<file path="config.mk">
export PLATFORM = sky130hd
export DESIGN_NAME = swr_sleep_wake
export DESIGN_NICKNAME = d
export VERILOG_FILES = /design/src/swr_pkg.sv /design/src/swr_sleep_wake.sv
export VERILOG_INCLUDE_DIRS = /design/src
export SDC_FILE = /design/constraint.sdc
export NUM_CORES = 1
export LEC_CHECK = 0
export BUFFER_PORTS_ARGS = -buffer_cell sky130_fd_sc_hd__clkbuf_2
export CORE_MARGIN = 2
export CORE_UTILIZATION = 50
export CTS_CLUSTER_SIZE = 40
export DETAILED_ROUTE_END_ITERATION = 6
export GPL_TIMING_DRIVEN = 0
export PLACE_DENSITY = 0.68
export SYNTH_ARGS = -nofsm -noshare
export SYNTH_HDL_FRONTEND = slang
export SYNTH_SLANG_ARGS = --single-unit
</file>
<file path="constraint.sdc">
create_clock -name ref_clk_i -period 5.2 [get_ports ref_clk_i]
set_input_delay 0.52 -clock ref_clk_i [delete_from_list [all_inputs] [get_ports ref_clk_i]]
set_output_delay 0.52 -clock ref_clk_i [all_outputs]
set_load 0.02 [all_outputs]
</file>
<file path="src/swr_regs.svh">
`ifndef SWR_REGS_SVH
`define SWR_REGS_SVH

// Avalon byte offsets
`define SWR_ADDR_CTRL       5'h00
`define SWR_ADDR_STATUS     5'h04
`define SWR_ADDR_IRQ_STAT   5'h08
`define SWR_ADDR_IRQ_MASK   5'h0C
`define SWR_ADDR_WDT_COUNT  5'h10

// Control register fields
`define SWR_CTRL_WDT_EN     0
`define SWR_CTRL_PINWK_EN   1
`define SWR_CTRL_CMPWK_EN   2
`define SWR_CTRL_RSTPIN_EN  3
`define SWR_CTRL_PSA        4
`define SWR_CTRL_PS_LSB     5
`define SWR_CTRL_RESET      8'h1F

// Status register fields
`define SWR_STAT_SLEEP      0
`define SWR_STAT_PD_N       3
`define SWR_STAT_TO_N       4
`define SWR_STAT_CMPWK      6
`define SWR_STAT_PINWK      7

// Interrupt status / mask fields
`define SWR_IRQ_WDT         0
`define SWR_IRQ_WAKE        1
`define SWR_IRQ_SLEEP       2
`define SWR_IRQ_MASK_RESET  3'h0

// Timing
`define SWR_CLK_PERIOD_NS   5
`define SWR_WDT_PERIOD_NS   18000000
`define SWR_DRT_POR_NS      1125000
`define SWR_DRT_SUB_NS      10000
`define SWR_NS_TO_CYC(ns)   (((ns) + `SWR_CLK_PERIOD_NS - 1) / `SWR_CLK_PERIOD_NS)
`define SWR_WDT_CYC         `SWR_NS_TO_CYC(`SWR_WDT_PERIOD_NS)
`define SWR_DRT_POR_CYC     `SWR_NS_TO_CYC(`SWR_DRT_POR_NS)
`define SWR_DRT_SUB_CYC     `SWR_NS_TO_CYC(`SWR_DRT_SUB_NS)

`endif

</file>
<file path="src/swr_pkg.sv">
package swr_pkg;

  typedef enum logic [1:0] {
    ST_RUN   = 2'b00,
    ST_SLEEP = 2'b01,
    ST_HOLD  = 2'b10
  } swr_state_t;

  typedef enum logic [1:0] {
    CS_POR  = 2'b00,
    CS_PIN  = 2'b01,
    CS_WDT  = 2'b10,
    CS_WAKE = 2'b11
  } swr_cause_t;

endpackage

</file>
<file path="src/swr_sleep_wake.sv">
`timescale 1ns/1ps
`include "swr_regs.svh"

module swr_sleep_wake #(
  parameter int unsigned WDT_CYCLES     = `SWR_WDT_CYC,
  parameter int unsigned DRT_POR_CYCLES = `SWR_DRT_POR_CYC
) (
  input  logic        ref_clk_i,
  input  logic        rst_i,
  input  logic [4:0]  avs_address_i,
  input  logic        avs_read_i,
  input  logic        avs_write_i,
  input  logic [31:0] avs_writedata_i,
  input  logic [3:0]  avs_byteenable_i,
  output logic [31:0] avs_readdata_o,
  output logic        avs_waitrequest_o,
  output logic        irq_o,
  input  logic        sleep_instr_i,
  input  logic        clear_watchdog_i,
  input  logic        port_access_i,
  input  logic        comparator_ctrl_read_i,
  input  logic        external_reset_pin_n_i,
  output logic        external_reset_pin_n_o,
  output logic        external_reset_pin_n_oe_o,
  input  logic        wake_pin_zero_i,
  input  logic        wake_pin_one_i,
  input  logic        wake_pin_three_i,
  input  logic        wake_pin_four_i,
  input  logic        comparator_one_output_i,
  input  logic        comparator_two_output_i,
  input  logic [3:0]  port_out_i,
  input  logic [3:0]  port_oe_i,
  output logic [3:0]  port_out_o,
  output logic [3:0]  port_oe_o,
  output logic        core_reset_o,
  output logic        osc_drive_en_o,
  output logic        sleeping_o,
  output logic        timeout_flag_n_o,
  output logic        powerdown_flag_n_o,
  output logic        pin_wake_flag_o,
  output logic        comparator_wake_flag_o
);

  function automatic logic [6:0] presc_limit(input logic [2:0] ps);
    presc_limit = 7'((8'h01 << ps) - 8'h01);
  endfunction

  swr_pkg::swr_state_t state;
  swr_pkg::swr_cause_t cause;
  logic [7:0]          ctrl;
  logic [2:0]          irq_stat;
  logic [2:0]          irq_mask;
  logic [31:0]         wdt_base;
  logic [6:0]          presc;
  logic [31:0]         drt_cnt;
  logic [3:0]          pin_latch;
  logic [1:0]          cmp_latch;
  logic                timeout_flag_n;
  logic                powerdown_flag_n;
  logic                pin_wake_flag;
  logic                comparator_wake_flag;

  logic       wdt_en;
  logic       psa;
  logic [3:0] wake_pins;
  logic [1:0] cmp_now;
  logic       ext_rst;
  logic       base_tick;
  logic       wdt_timeout;
  logic       pin_change;
  logic       cmp_change;
  logic       run_reset;
  logic       sleep_go;
  logic       wake_any;
  logic       wdt_clear;
  logic       bus_write;
  logic [2:0] irq_event;
  logic [2:0] irq_clear;

  assign wdt_en    = ctrl[`SWR_CTRL_WDT_EN];
  assign psa       = ctrl[`SWR_CTRL_PSA];
  assign wake_pins = {wake_pin_four_i, wake_pin_three_i, wake_pin_one_i, wake_pin_zero_i};
  assign cmp_now   = {comparator_two_output_i, comparator_one_output_i};
  assign ext_rst   = ctrl[`SWR_CTRL_RSTPIN_EN] && !external_reset_pin_n_i;
  assign base_tick = wdt_en && (wdt_base == 32'(WDT_CYCLES - 1));
  assign wdt_timeout = base_tick
                       && (!psa || presc == presc_limit(ctrl[`SWR_CTRL_PS_LSB +: 3]));
  assign pin_change = ctrl[`SWR_CTRL_PINWK_EN] && (wake_pins != pin_latch);
  assign cmp_change = ctrl[`SWR_CTRL_CMPWK_EN] && (cmp_now != cmp_latch);
  assign run_reset  = (state == swr_pkg::ST_RUN) && (ext_rst || wdt_timeout);
  // A reset request in the same cycle as the sleep instruction wins
  assign sleep_go   = (state == swr_pkg::ST_RUN) && sleep_instr_i && !run_reset;
  assign wake_any   = (state == swr_pkg::ST_SLEEP)
                      && (ext_rst || wdt_timeout || pin_change || cmp_change);
  assign wdt_clear  = sleep_go || wake_any || run_reset || clear_watchdog_i
                      || (state == swr_pkg::ST_HOLD);
  assign bus_write  = avs_write_i && !avs_waitrequest_o && avs_byteenable_i[0];
  assign irq_event  = {sleep_go, wake_any, wdt_timeout && (state != swr_pkg::ST_HOLD)};
  assign irq_clear  = (bus_write && avs_address_i == `SWR_ADDR_IRQ_STAT)
                      ? avs_writedata_i[2:0] : 3'h0;

  // Sequencer: run, sleep, and reset hold timed by the start-up delay
  always_ff @(posedge ref_clk_i) begin
    if (rst_i) begin
      state   <= swr_pkg::ST_HOLD;
      cause   <= swr_pkg::CS_POR;
      drt_cnt <= 32'(DRT_POR_CYCLES - 1);
    end else begin
      case (state)
        swr_pkg::ST_RUN: begin
          if (run_reset) begin
            state   <= swr_pkg::ST_HOLD;
            cause   <= ext_rst ? swr_pkg::CS_PIN : swr_pkg::CS_WDT;
            drt_cnt <= 32'(`SWR_DRT_SUB_CYC - 1);
          end else if (sleep_go) begin
            state <= swr_pkg::ST_SLEEP;
          end
        end
        swr_pkg::ST_SLEEP: begin
          if (wake_any) begin
            state   <= swr_pkg::ST_HOLD;
            cause   <= ext_rst ? swr_pkg::CS_PIN
                     : wdt_timeout ? swr_pkg::CS_WDT : swr_pkg::CS_WAKE;
            drt_cnt <= 32'(`SWR_DRT_SUB_CYC - 1);
          end
        end
        swr_pkg::ST_HOLD: begin
          // The delay only counts while the reset pin is released
          if (!ext_rst) begin
            if (drt_cnt == 32'h0000_0000) begin
              state <= swr_pkg::ST_RUN;
            end else begin
              drt_cnt <= drt_cnt - 32'h0000_0001;
            end
          end
        end
        default: begin
          state <= swr_pkg::ST_HOLD;
        end
      endcase
    end
  end

  // Reset-cause flags
  always_ff @(posedge ref_clk_i) begin
    if (rst_i) begin
      timeout_flag_n       <= 1'b1;
      powerdown_flag_n     <= 1'b1;
      pin_wake_flag        <= 1'b0;
      comparator_wake_flag <= 1'b0;
    end else if (run_reset) begin
      pin_wake_flag        <= 1'b0;
      comparator_wake_flag <= 1'b0;
      if (!ext_rst) begin
        timeout_flag_n <= 1'b0;
      end
    end else if (sleep_go) begin
      timeout_flag_n   <= 1'b1;
      powerdown_flag_n <= 1'b0;
    end else if (wake_any) begin
      powerdown_flag_n <= 1'b0;
      if (ext_rst) begin
        timeout_flag_n       <= 1'b1;
        pin_wake_flag        <= 1'b0;
        comparator_wake_flag <= 1'b0;
      end else if (wdt_timeout) begin
        timeout_flag_n       <= 1'b0;
        pin_wake_flag        <= 1'b0;
        comparator_wake_flag <= 1'b0;
      end else if (pin_change) begin
        timeout_flag_n       <= 1'b1;
        pin_wake_flag        <= 1'b1;
        comparator_wake_flag <= 1'b0;
      end else begin
        timeout_flag_n       <= 1'b1;
        pin_wake_flag        <= 1'b0;
        comparator_wake_flag <= 1'b1;
      end
    end
  end

  // Reference values for change detection; without a fresh read before sleep
  // a stale mismatch wakes the device at once
  always_ff @(posedge ref_clk_i) begin
    if (rst_i) begin
      pin_latch <= 4'h0;
    end else if (port_access_i) begin
      pin_latch <= wake_pins;
    end
  end

  always_ff @(posedge ref_clk_i) begin
    if (rst_i) begin
      cmp_latch <= 2'h0;
    end else if (comparator_ctrl_read_i) begin
      cmp_latch <= cmp_now;
    end
  end

  // Watchdog keeps counting in sleep; the clear or sleep instruction, a wake, a reset or the reset hold clears it
  always_ff @(posedge ref_clk_i) begin
    if (rst_i || wdt_clear) begin
      wdt_base <= 32'h0000_0000;
      presc    <= 7'h00;
    end else if (wdt_en) begin
      if (base_tick) begin
        wdt_base <= 32'h0000_0000;
        if (psa) begin
          presc <= presc + 7'h01;
        end
      end else begin
        wdt_base <= wdt_base + 32'h0000_0001;
      end
    end
  end

  always_ff @(posedge ref_clk_i) begin
    if (rst_i) begin
      osc_drive_en_o <= 1'b1;
    end else if (sleep_go) begin
      osc_drive_en_o <= 1'b0;
    end else if (wake_any) begin
      osc_drive_en_o <= 1'b1;
    end
  end

  always_ff @(posedge ref_clk_i) begin
    if (rst_i) begin
      core_reset_o <= 1'b1;
      sleeping_o   <= 1'b0;
    end else begin
      core_reset_o <= (state == swr_pkg::ST_HOLD && (ext_rst || drt_cnt != 32'h0000_0000))
                      || run_reset || wake_any;
      sleeping_o   <= sleep_go || (state == swr_pkg::ST_SLEEP && !wake_any);
    end
  end

  // Port drivers freeze in sleep and float while the core is held in reset
  always_ff @(posedge ref_clk_i) begin
    if (rst_i) begin
      port_out_o <= 4'h0;
      port_oe_o  <= 4'h0;
    end else if (state == swr_pkg::ST_HOLD) begin
      port_oe_o <= 4'h0;
    end else if (state != swr_pkg::ST_SLEEP) begin
      port_out_o <= port_out_i;
      port_oe_o  <= port_oe_i;
    end
  end

  // The reset pin is input only; an internal reset is never driven back out
  always_ff @(posedge ref_clk_i) begin
    external_reset_pin_n_o    <= 1'b1;
    external_reset_pin_n_oe_o <= 1'b0;
  end

  always_ff @(posedge ref_clk_i) begin
    timeout_flag_n_o       <= timeout_flag_n;
    powerdown_flag_n_o     <= powerdown_flag_n;
    pin_wake_flag_o        <= pin_wake_flag;
    comparator_wake_flag_o <= comparator_wake_flag;
  end

  // Avalon slave: one wait state, then answer for one cycle
  always_ff @(posedge ref_clk_i) begin
    if (rst_i) begin
      avs_waitrequest_o <= 1'b1;
    end else begin
      avs_waitrequest_o <= !((avs_read_i || avs_write_i) && avs_waitrequest_o);
    end
  end

  always_ff @(posedge ref_clk_i) begin
    if (rst_i) begin
      avs_readdata_o <= 32'h0000_0000;
    end else if (avs_read_i && avs_waitrequest_o) begin
      if (avs_address_i == `SWR_ADDR_CTRL) begin
        avs_readdata_o <= {24'h00_0000, ctrl};
      end else if (avs_address_i == `SWR_ADDR_STATUS) begin
        avs_readdata_o <= 32'h0000_0000;
        avs_readdata_o[`SWR_STAT_SLEEP] <= state == swr_pkg::ST_SLEEP;
        avs_readdata_o[`SWR_STAT_PD_N]  <= powerdown_flag_n;
        avs_readdata_o[`SWR_STAT_TO_N]  <= timeout_flag_n;
        avs_readdata_o[`SWR_STAT_CMPWK] <= comparator_wake_flag;
        avs_readdata_o[`SWR_STAT_PINWK] <= pin_wake_flag;
      end else if (avs_address_i == `SWR_ADDR_IRQ_STAT) begin
        avs_readdata_o <= {29'h0000_0000, irq_stat};
      end else if (avs_address_i == `SWR_ADDR_IRQ_MASK) begin
        avs_readdata_o <= {29'h0000_0000, irq_mask};
      end else if (avs_address_i == `SWR_ADDR_WDT_COUNT) begin
        avs_readdata_o <= wdt_base;
      end else begin
        avs_readdata_o <= 32'h0000_0000;
      end
    end
  end

  always_ff @(posedge ref_clk_i) begin
    if (rst_i) begin
      ctrl <= `SWR_CTRL_RESET;
    end else if (bus_write && avs_address_i == `SWR_ADDR_CTRL) begin
      ctrl <= avs_writedata_i[7:0];
    end
  end

  always_ff @(posedge ref_clk_i) begin
    if (rst_i) begin
      irq_mask <= `SWR_IRQ_MASK_RESET;
    end else if (bus_write && avs_address_i == `SWR_ADDR_IRQ_MASK) begin
      irq_mask <= avs_writedata_i[2:0];
    end
  end

  // A new event in the clearing cycle survives the write-one-to-clear
  always_ff @(posedge ref_clk_i) begin
    if (rst_i) begin
      irq_stat <= 3'h0;
      irq_o    <= 1'b0;
    end else begin
      irq_stat <= (irq_stat & ~irq_clear) | irq_event;
      irq_o    <= |(irq_stat & irq_mask);
    end
  end
endmodule // swr_sleep_wake

</file>
* After elaboration in Yosys (flattened, before gate mapping) *
Index checks and enable logic that the tools add are counted.

storage, ports and cells
  input port bits = 64
  output and inout bits = 51
  logic and storage cells = 146
  bits in registers = 146

cells by class
  bitwise logic cells = 7
  reduce and logical (&&, ||, !) cells = 56
  muxes and demuxes = 34
  shift operators = 1
  equal/unequal tests = 19
  add/sub/neg operators = 4

operators with widths
  cell                                                 number
  two-way mux 32 bit                                   10
  case mux 32 bit (3 select lines)                     1
  adder 32 x 1 -> 32 bit (second input constant)       1
  == test 32 x 22 -> 1 bit (second input constant)     1
  zero test 32 bit                                     1
  nonzero test 32 bit                                  1
  subtractor 32 x 1 -> 32 bit (second input constant)  1
  logical AND 1 bit                                    19
  two-way mux 1 bit                                    16
  logical OR 1 bit                                     14
  != test 2 bit (second input constant)                7
  == test 5 x 4 -> 1 bit (second input constant)       2
  two-way mux 2 bit                                    5
  AND reduction 2 bit                                  4
  adder 7 x 1 -> 7 bit (second input constant)         1
  == test 7 bit                                        1
  left shift 1 x 3 -> 7 bit (first input constant)     1
  subtractor 7 x 1 -> 7 bit (second input constant)    1
  bitwise AND 3 bit                                    2
  zero test 1 bit                                      6
  case mux 2 bit (3 select lines)                      1
  nonzero test 3 bit                                   2
  == test 5 x 3 -> 1 bit (second input constant)       1
  == test 5 bit (second input constant)                1
  18 further kinds                                     21

* Depth between registers and ports, before layout *
Gate-level depths: netlist of run 1.

  word-level depth = 14
  gate-level depth with buffers = 10
  gate-level depth less buffers = 8

* Worst setup path after synthesis of run 1 *
No wires, ideal clock.

  path kind = flip-flop to flip-flop
  start = register drt_cnt[20]
  end = register state[1]
  clock period less this slack = 2,549 ps
  buffers on the path = 0
  library setup time = 141 ps
  data required time = 5,059 ps
  arrival = 2,407 ps
  path slack = 2,651 ps
  cell stages (with the launch flop) = 8
  cell sequence = dfxtp_1 or4_4 or4_4 or4_4 o41ai_2 o31ai_1 nand2_1 o211ai_1

between the ends
  cells in the longest elaborated chain, start to end = 3

RTL lines
  element                               line                   RTL
  from (decl)                           swr_sleep_wake.sv:55   logic [31:0] drt_cnt;
  from (signal assigned)                swr_sleep_wake.sv:107  drt_cnt <= 32'(DRT_POR_CYCLES - 1);
  from (signal assigned)                swr_sleep_wake.sv:114  drt_cnt <= 32'(`SWR_DRT_SUB_CYC - 1);
  from (signal assigned)                swr_sleep_wake.sv:124  drt_cnt <= 32'(`SWR_DRT_SUB_CYC - 1);
  zero test 32 bit                      swr_sleep_wake.sv:130  if (drt_cnt == 32'h0000_0000) begin
  != test 2 bit (no source line)        n/a
  AND reduction 4 bit (no source line)  n/a
  to (signal assigned)                  swr_sleep_wake.sv:121  state <= swr_pkg::ST_HOLD;
  to (signal assigned)                  swr_sleep_wake.sv:131  state <= swr_pkg::ST_RUN;
  to (signal assigned)                  swr_sleep_wake.sv:138  state <= swr_pkg::ST_HOLD;
  to (decl)                             swr_sleep_wake.sv:48   swr_pkg::swr_state_t state;

Every way passes these cells.
A chain may end at the register's enable or synchronous reset.

* Worst setup path in the final report of run 1 *
  start = register wdt_base[8]
  end = register wdt_base[8]

between the ends
  cells in the longest elaborated chain, start to end = 12
  elaborated cells on any way between the ends = 17
  those cells by class = add/sub (1); eq/ne (1); mux (1); reduce/logical (14)

RTL lines
  element                                                                          line                   RTL
  from (decl)                                                                      swr_sleep_wake.sv:53   logic [31:0] wdt_base;
  from (signal assigned)                                                           swr_sleep_wake.sv:212  wdt_base <= wdt_base + 32'h0000_0001;
  parallel branches: the longest is 12 deep, another holds adder 32 x 1 -> 32 bit  n/a

Several ways; the timed one is not identified.

==> results of run 1 <==
-- synth_stat cells (15+ instances only) --
cell type | count | area [µm²]
a21oi_1 | 59 | 295
clkbuf_1 | 31 | 116
dfxtp_1 | 146 | 2920
inv_1 | 15 | 56.3
mux2i_1 | 31 | 310
nand2_1 | 65 | 244
nand3_1 | 48 | 240
nand4_1 | 20 | 125
nor2_1 | 100 | 375
nor3_1 | 20 | 100
o21ai_0 | 28 | 140
xnor2_1 | 20 | 175
xor2_1 | 21 | 184
-- registers in the layout, summed over array words and instances, names as in the netlist, 4 cells and up --
register	cells
pin_latch	4
port_out_o	4
presc	7
port_oe_o	4
avs_readdata_o	32
drt_cnt	32
wdt_base	32
ctrl	8
-- worst min path at each step --
stage / start / to / slack (ns) / cells past startpoint
final: avs_writedata_i[3] / ctrl[3]$_SDFFE_PP1P_ / 0.32 / 3
after global routing: avs_read_i / avs_waitrequest_o$_SDFF_PP1_ / 0.34 / 2
after CTS: avs_writedata_i[3] / ctrl[3]$_SDFFE_PP1P_ / 0.31 / 3
after detailed placement: powerdown_flag_n$_SDFFE_PP1P_ / powerdown_flag_n_o$_DFF_P_ / 0.38 / 0
after global placement: powerdown_flag_n$_SDFFE_PP1P_ / powerdown_flag_n_o$_DFF_P_ / 0.38 / 0
after floorplan: comparator_wake_flag$_SDFFE_PP0P_ / comparator_wake_flag_o$_DFF_P_ / 0.35 / 0
-- through the flow --
step	cells	hold WS, ns
2_1_floorplan	793	0.350
3_3_place_gp	1051	0.376
3_5_place_dp	1051	0.381
4_1_cts	1082	0.306
5_1_grt	1082	0.337
6_report	1082	0.315
-- report_power, final --
group	internal (µW)	switching [µW]	total, µW
clock	788	468	1260
combinational	86.6	188	274
sequential	1150	25.2	1170
-- cells by family after synthesis --
kind of cell,count (synthesis),synth area share [%]
other,2,0.112
and+or+nand+nor,338,25.5
buffers and inverters,64,3.87
xor gates and xnor gates,41,5.34
AOI/OAI and AO/OA,163,15.6
adders and majority gates,7,1.30
DFF,146,43.4
muxes,32,4.78
-- per-layer routing --
layer | GRT usage [%] | vias to the layer above | routed length, µm
li1 | - | 3044 | -
met4 | 10.2 | 0 | 349
met2 | 43.1 | 200 | 8840
met5 | 0 | - | 0
met3 | 5.28 | 29 | 1040
met1 | 32.3 | 3044 | 8130
-- area by class of cell --
type	count	share of cell area, %
plain buffers	48	2.51
clock buffers	22	5.95
clock inverters	9	1.63
inverters	16	0.754
multi-input cells	583	44.5
flip-flops and latches	146	36.7
well taps	176	2.77
repair buffers	82	5.15
-- worst max-delay path, delay by kind of cell, from the launching register on --
family / cells / cell delay [ns]
simple gates: 5 / 1.85
flops: 1 / 0.36
buf+inv: 2 / 0.60
compound gates: 2 / 0.59
==> results.toml, run 1 <==
[cts]
clk_pin_slew_ns = 0.06
cts-root-buf = "clkbuf_16"
cts_sinks = 146
clkLatencyLatePin_ns = 0.43
cts_resized = 0
hold_buffers = 0
htreeDepth = 4
post_cts_buffers = 0
cts_tree = "built"
cts_made_buffers = 17
cts_max_path_buffers = 2

[floorplanning]
die_w_um = 120
ios = 115
die_h_um = 120
initial_utilization_pct = 51.0
die_area_mm2 = 0.0144
num_rows = 42
core-area_mm2 = 0.0132

[routing]
wl_per_cell_um = 17.0
drt_iter0_drc = 532
postRouteAntennaNets = 0
vias = 6317
drcViolationCount = 0
firstDrtPassIters = 5
wirelength_mm = 18.4
via_per_inst = 5.84

[finish]
seqCellArea_mm2 = 0.00292
num_antenna_cells = 0
layout_commonest_cell = "dfxtp_1"
nNetsFinal = 965
final_cell_mix = "146 x dfxtp_1, 100 x nor2_1, 82 x clkbuf_2"
final_util_pct = 60.4
syn_to_final_growth_pct = 18.4
multi_input_area_mm2 = 0.00355
fillers = 1207
final_area_mm2 = 0.00796
drive_above_1_share_pct = 15.1

[setup_path]
cp_slowest_stage_delay_ns = 0.60
worstSetupPathType = "reg -> reg"
r2r-end = "wdt_base[8]$_SDFFE_PP0P_"
setup.worst_path.start = "wdt_base[8]$_SDFFE_PP0P_"
cp_common_cell = "buf_2"
crit_chain = "nor4_1 -> nand4_1 -> nor3_2 -> o211a_1 -> buf_2 -> o21ai_1 -> nand3_1 -> buf_2 -> nor2_1"
cp.required_ns = 5.52
crit_path_end_kind = "flip-flop"
worstPathArrival_ns = 3.85
cp-endpoint = "wdt_base[8]$_SDFFE_PP0P_"
cp_max_fo = 10
reg2reg_slack_ns = 1.67
r2r-start = "wdt_base[8]$_SDFFE_PP0P_"
crit_path_start_kind = "flip-flop"
crit_slowest_cell = "nor3_2"
r2r_cells = 9

[place]
place_ws_ns = 1.72
io_buffers = 82
hpwlAfterDp_mm = 13.1
place_area_mm2 = 0.00736
gp_congestion = 0.859

[pwr]
peakVddDrop_uv = 229
p_leak_uw = 0.00299
power_density_mw_per_mm2 = 340
total_power_uw = 2700

[timing]
finalCriticalPeriod_ns = 3.53
fmax_mhz = 283
rsz0062_at_grt = "no"
finalHoldViolations = 0
worstMarginPinSlew_ns = 1.01
slew_violations = 0
finalCritPeriodShare_pct = 67.9
fin_skew_ns = 0.00676
tns_ns = 0
slew_headroom_pct = 31.4
setup_violations = 0
postLayoutSetupSlackWorst_ns = 1.67

[synth]
async_reset_ff_share_pct = 0
syn_inst = 793
ys.flop_type = "dfxtp_1"
synth_fp_nets = 864
syn_avg_cell_area_um2 = 8.49
netlist_area_mm2 = 0.00673
synth_enable_flop_cells = 0
yosys_warnings = 0
synth_seq_area_share_pct = 43.4
yosysUniqueCellTypes = 68
ys_ff_latch = 146

[global_route]
grt_max_degree = 17
grt_util_all_layers_pct = 25.7
grt_pass1_vias = 5988
grt_first_pass_wirelength_mm = 29.3
antenna_found_initial = 0
grt_overflow = 0

[run]
cap_violations = 0

[hold_path]
min_path_type = "in -> reg"

[outcome]
status = "completed"
Note: power is estimated with default switching activity, not from simulation.
==> inputs of run 2 (changes only) <==
PLACE_DENSITY = 0.71   (was 0.68)
clock period = 3.2 ns   (was 5.2 ns; I/O delays follow)
==> run 2 against run 1 <==
Global-route usage decreased by 0.96 points; total power up 68%; via count is 1.2% lower; sequential power increased by 63%; setup slack worse by 1.4 ns; cell area is 1.4% higher; die area is the same; critical path type unchanged; largest power group unchanged; highest routed layer unchanged.
==> results.toml, run 2 (same netlist as run 1, synthesis figures left out) <==
[outcome]
status = "completed"

[finish]
num_antenna_cells = 0
multi_input_area_mm2 = 0.00357
final_util_pct = 61.2
drive_above_1_share_pct = 16.2
largestRegisters = "avs_readdata_o x32, drt_cnt x32, wdt_base x32"
seqCellArea_mm2 = 0.00292
layout_commonest_cell = "dfxtp_1"
nNetsFinal = 970
final_cell_mix = "146 x dfxtp_1, 100 x nor2_1, 83 x clkbuf_2"
syn_to_final_growth_pct = 20.0
final_cells = 1088
fillers = 1202

[pwr]
switching_share_pct = 24.7
peakVddDrop_uv = 403
power_density_mw_per_mm2 = 561
internal-power_uw = 3410
p_sw_uw = 1120
p_leak_uw = 0.00305
total_power_uw = 4530
combPwrFrac_pct = 9.8
clkPwrFrac_pct = 48.1
seq_power_share_pct = 42.0

[global_route]
antenna_found_initial = 0
grt_pass1_vias = 5791
grt_first_pass_wirelength_mm = 28.4
grt_util_all_layers_pct = 24.8
grt_overflow = 0
grt_max_degree = 17

[timing]
finalCritPeriodShare_pct = 90.7
finalCriticalPeriod_ns = 2.90
slew_headroom_pct = 32.8
worstMarginPinSlew_ns = 0.994
setup_violations = 0
fin_skew_ns = 0.00863
tns_ns = 0
slew_violations = 0
fin_hold_ws_ns = 0.117
rsz0062_at_grt = "no"
finalHoldViolations = 0
fmax_mhz = 345

[place]
dp_cells = 1051
hpwlAfterDp_mm = 12.2
io_buffers = 82
gp_congestion = 0.864

[setup_path]
crit_path_end_kind = "flip-flop"
worstPathArrival_ns = 3.19
crit_chain = "clkbuf_1 -> nor4_1 -> nand3_1 -> nor3_4 -> o211a_1 -> o21ai_1 -> o21ai_2 -> clkbuf_1 -> a21oi_1"
cp_common_cell = "clkbuf_1"
crit_slowest_cell = "clkbuf_1"
cp_max_fo = 10
worstSetupPathType = "reg -> reg"
cp.required_ns = 3.49
cp_slowest_stage_delay_ns = 0.40
crit_path_start_kind = "flip-flop"

[floorplanning]
die_h_um = 120
ios = 115
die_area_mm2 = 0.0144
die_w_um = 120
num_rows = 42
core-area_mm2 = 0.0132
initial_utilization_pct = 51.0

[cts]
cts_made_buffers = 17
cts_max_path_buffers = 2
cts_tree = "built"
cts_sinks = 146
clkLatencyLatePin_ns = 0.43
clk_pin_slew_ns = 0.06
htreeDepth = 4
cts-root-buf = "clkbuf_16"

[routing]
wirelength_mm = 17.5
via_per_inst = 5.74
drcViolationCount = 0
drt_iter0_drc = 512
firstDrtPassIters = 6
vias = 6244
wl_per_cell_um = 16.1
postRouteAntennaNets = 0

[run]
cap_violations = 0

[hold_path]
min_path_type = "in -> reg"
[run 2: final cells by class]
type | count | share of cell area [%]
Clock inverter | 13 | 2.59
Sequential cell | 146 | 36.2
Buffer | 48 | 2.49
Tap cell | 176 | 2.73
Clock buffer | 19 | 5.48
Inverter | 16 | 0.744
Multi-Input combinational cell | 583 | 44.2
Timing Repair Buffer | 87 | 5.55
[run 2: metal layers]
| metal | global-route usage, % | up-vias | wire length (µm) |
|---|---|---|---|
| met1 | 32.2 | 2983 | 7950 |
| met2 | 41.0 | 168 | 8240 |
| met3 | 5.37 | 21 | 1080 |
| met4 | 7.72 | 0 | 199 |
| met5 | 0 | - | 0 |
| li1 | - | 3072 | - |
[run 2: worst paths after layout]
kind                                 start                         end  slack [ns]  depth (start not counted)
min reg2reg  powerdown_flag_n$_SDFFE_PP1P_  powerdown_flag_n_o$_DFF_P_        0.38                          0
max reg2reg      wdt_base[27]$_SDFFE_PP0P_    drt_cnt[30]$_SDFFE_PP0P_        0.30                          9
min                     avs_writedata_i[3]        ctrl[3]$_SDFFE_PP1P_        0.12                          3
max              wdt_base[27]$_SDFFE_PP0P_    drt_cnt[30]$_SDFFE_PP0P_        0.30                          9
[run 2: through the flow]
stage | instance area [µm²] | worst slack, ns
global placement | 7360 | -0.221
detailed placement | 7360 | -0.219
floorplan | 6730 | 0.651
CTS | 8030 | 0.0625
finish | 8080 | 0.298
global route | 8080 | 0.0272
[run 2: power groups by stage]
stage	registers [µW]	clock network, µW	logic (µW)
5_1_grt	1910	2280	493
3_3_place_gp	1940	0	429
3_5_place_dp	1940	0	433
6_report	1910	2180	446
4_1_cts	1900	2210	438
2_1_floorplan	1950	0	270
[run 2: critical path, delay by kind of cell, from the launching register on]
kind            cells  cell delay, ns
compound gates      4            0.97
buf+inv             2            0.57
flops               1            0.30
simple gates        3            0.92
[run 2: timing repair]
| item | 4_1_cts | 5_1_grt |
|---|---|---|
| setup buffers | 0 | 5 |
| resized for setup | 4 | 3 |
| hold buffers | 0 | 0 |
| pin swaps | 0 | 2 |
| endpoints found under the setup margin | 40 | 42 |
==> inputs of run 3 (changes only) <==
CORE_MARGIN = 1   (was 2)
SLEW_MARGIN = 0   (was not set)
==> run 3 against run 2 <==
Non-clock buffer count down 3; clock skew grew 0.0013 ns; clock-buffer cell count is the same; critical path depth unchanged; sequential cell count is the same; worst hold slack worse by 0.0018 ns; core utilization shrank 0.20 points; cell area shrank 0.33%; clock power about the same; combinational power is 1% lower; critical path type unchanged; critical endpoint is now drt_cnt[24]$_SDFFE_PP0P_; largest power group unchanged; highest routed layer unchanged.
==> results.toml, run 3 (same netlist as run 1, synthesis figures left out) <==
[setup_path]
cp_slowest_stage_delay_ns = 0.43
crit_family = "compound AO/OA/AOI/OAI gates"
worstSetupPathType = "reg -> reg"
worstPathArrival_ns = 3.27
crit_slowest_cell = "nor4_1"
crit_path_start_kind = "flip-flop"
crit_chain = "clkbuf_1 -> nor4_1 -> nand3_1 -> nor3_4 -> o211a_1 -> o21ai_1 -> o21ai_2 -> clkbuf_1 -> a21oi_1"
cp_common_cell = "clkbuf_1"
cp.required_ns = 3.49
cp_num_cells = 9
r2r_cells = 9
cp_max_fo = 10
path_buf_inv = 2
crit_path_end_kind = "flip-flop"

[global_route]
grt_overflow = 0
grt_first_pass_wirelength_mm = 28.8
grt_pass1_vias = 5753
grt_util_all_layers_pct = 26.0
antenna_found_initial = 0
grt_max_degree = 17

[place]
place_ws_ns = -0.274
io_buffers = 82
gp_congestion = 0.824
hpwlAfterDp_mm = 12.2

[timing]
fmax_mhz = 336
slew_headroom_pct = 32.9
slew_violations = 0
finalCriticalPeriod_ns = 2.97
fin_skew_ns = 0.00994
worstMarginPinSlew_ns = 0.992
setup_violations = 0
postLayoutSetupSlackWorst_ns = 0.226
rsz0062_at_grt = "no"
finalHoldViolations = 0
finalCritPeriodShare_pct = 92.9

[finish]
final_util_pct = 61.0
num_antenna_cells = 0
fillers = 1164
nNetsFinal = 967
largestRegisters = "avs_readdata_o x32, drt_cnt x32, wdt_base x32"
syn_to_final_growth_pct = 19.6
layout_commonest_cell = "dfxtp_1"
final_cell_mix = "146 x dfxtp_1, 100 x nor2_1, 83 x clkbuf_2"
drive_above_1_share_pct = 16.1

[pwr]
power_density_mw_per_mm2 = 562
total_power_uw = 4530
peakVddDrop_uv = 386
p_leak_uw = 0.00303

[cts]
cts-root-buf = "clkbuf_16"
clk_pin_slew_ns = 0.06
cts_max_path_buffers = 2
cts_tree = "built"
htreeDepth = 4
cts_made_buffers = 17
clkLatencyLatePin_ns = 0.43
cts_sinks = 146
hold_buffers = 0

[outcome]
status = "completed"

[routing]
via_per_inst = 5.70
firstDrtPassIters = 7
wl_per_cell_um = 16.0
vias = 6183
drcViolationCount = 0
postRouteAntennaNets = 0
drt_iter0_drc = 471
wirelength_mm = 17.4

[floorplanning]
die_w_um = 118
die_area_mm2 = 0.0139
core-area_mm2 = 0.0132
num_rows = 42
initial_utilization_pct = 51.0
die_h_um = 118
ios = 115

[hold_path]
holdPathStages = 3
min_path_type = "in -> reg"

[run]
cap_violations = 0
-- run 3: final cells by class --
cell class | count | area (µm²) | area share (%)
Clock inverter | 13 | 209 | 2.60
Buffer | 47 | 198 | 2.46
Sequential cell | 146 | 2920 | 36.3
Inverter | 16 | 60.1 | 0.746
Timing Repair Buffer | 85 | 433 | 5.38
Tap cell | 176 | 220 | 2.74
Clock buffer | 19 | 443 | 5.50
Multi-Input combinational cell | 583 | 3560 | 44.3
-- run 3: worst reg2reg max path, stage by stage (launching register included) --
cell and delay [ns]:
dfxtp_1 0.29, clkbuf_1 0.18, nor4_1 0.43, nand3_1 0.22, nor3_4 0.31, o211a_1 0.32, o21ai_1 0.22, o21ai_2 0.38
clkbuf_1 0.43, a21oi_1 0.08
-- run 3: what timing repair did --
action,4_1_cts,5_1_grt
gates resized for setup,4,1
setup endpoints to repair,48,41
pin swaps,0,1
buffers inserted,0,3
-- run 3: worst paths after layout --
check                                     start                          to  slack, ns
hold reg to reg   powerdown_flag_n$_SDFFE_PP1P_  powerdown_flag_n_o$_DFF_P_       0.38
hold / removal               avs_writedata_i[3]        ctrl[3]$_SDFFE_PP1P_       0.12
setup / recovery      wdt_base[27]$_SDFFE_PP0P_    drt_cnt[24]$_SDFFE_PP0P_       0.23
setup reg to reg      wdt_base[27]$_SDFFE_PP0P_    drt_cnt[24]$_SDFFE_PP0P_       0.23
-- run 3: routing by layer --
layer	vias to the layer above	share of wire (%)	GRT usage (%)
met4	0	1.7	11.1
li1	3055	-	-
met5	-	0	0
met3	26	5.2	5.43
met2	172	48	41.7
met1	2930	46	33.8
-- run 3: power by group --
group | switching, µW | internal (µW)
clock | 778 | 1400
combinational | 299 | 141
sequential | 41.6 | 1870
total | 1120 | 3410
-- run 3: metrics by stage --
| step | std cells | TNS, ns | area [µm²] | hold WS, ns |
|---|---|---|---|---|
| floorplan | 793 | 0 | 6730 | 0.350 |
| global placement | 1051 | -6.30 | 7360 | 0.379 |
| detailed placement | 1051 | -7.51 | 7360 | 0.376 |
| CTS | 1083 | 0 | 8030 | 0.107 |
| global route | 1085 | 0 | 8050 | 0.126 |
| finish | 1085 | 0 | 8050 | 0.116 |
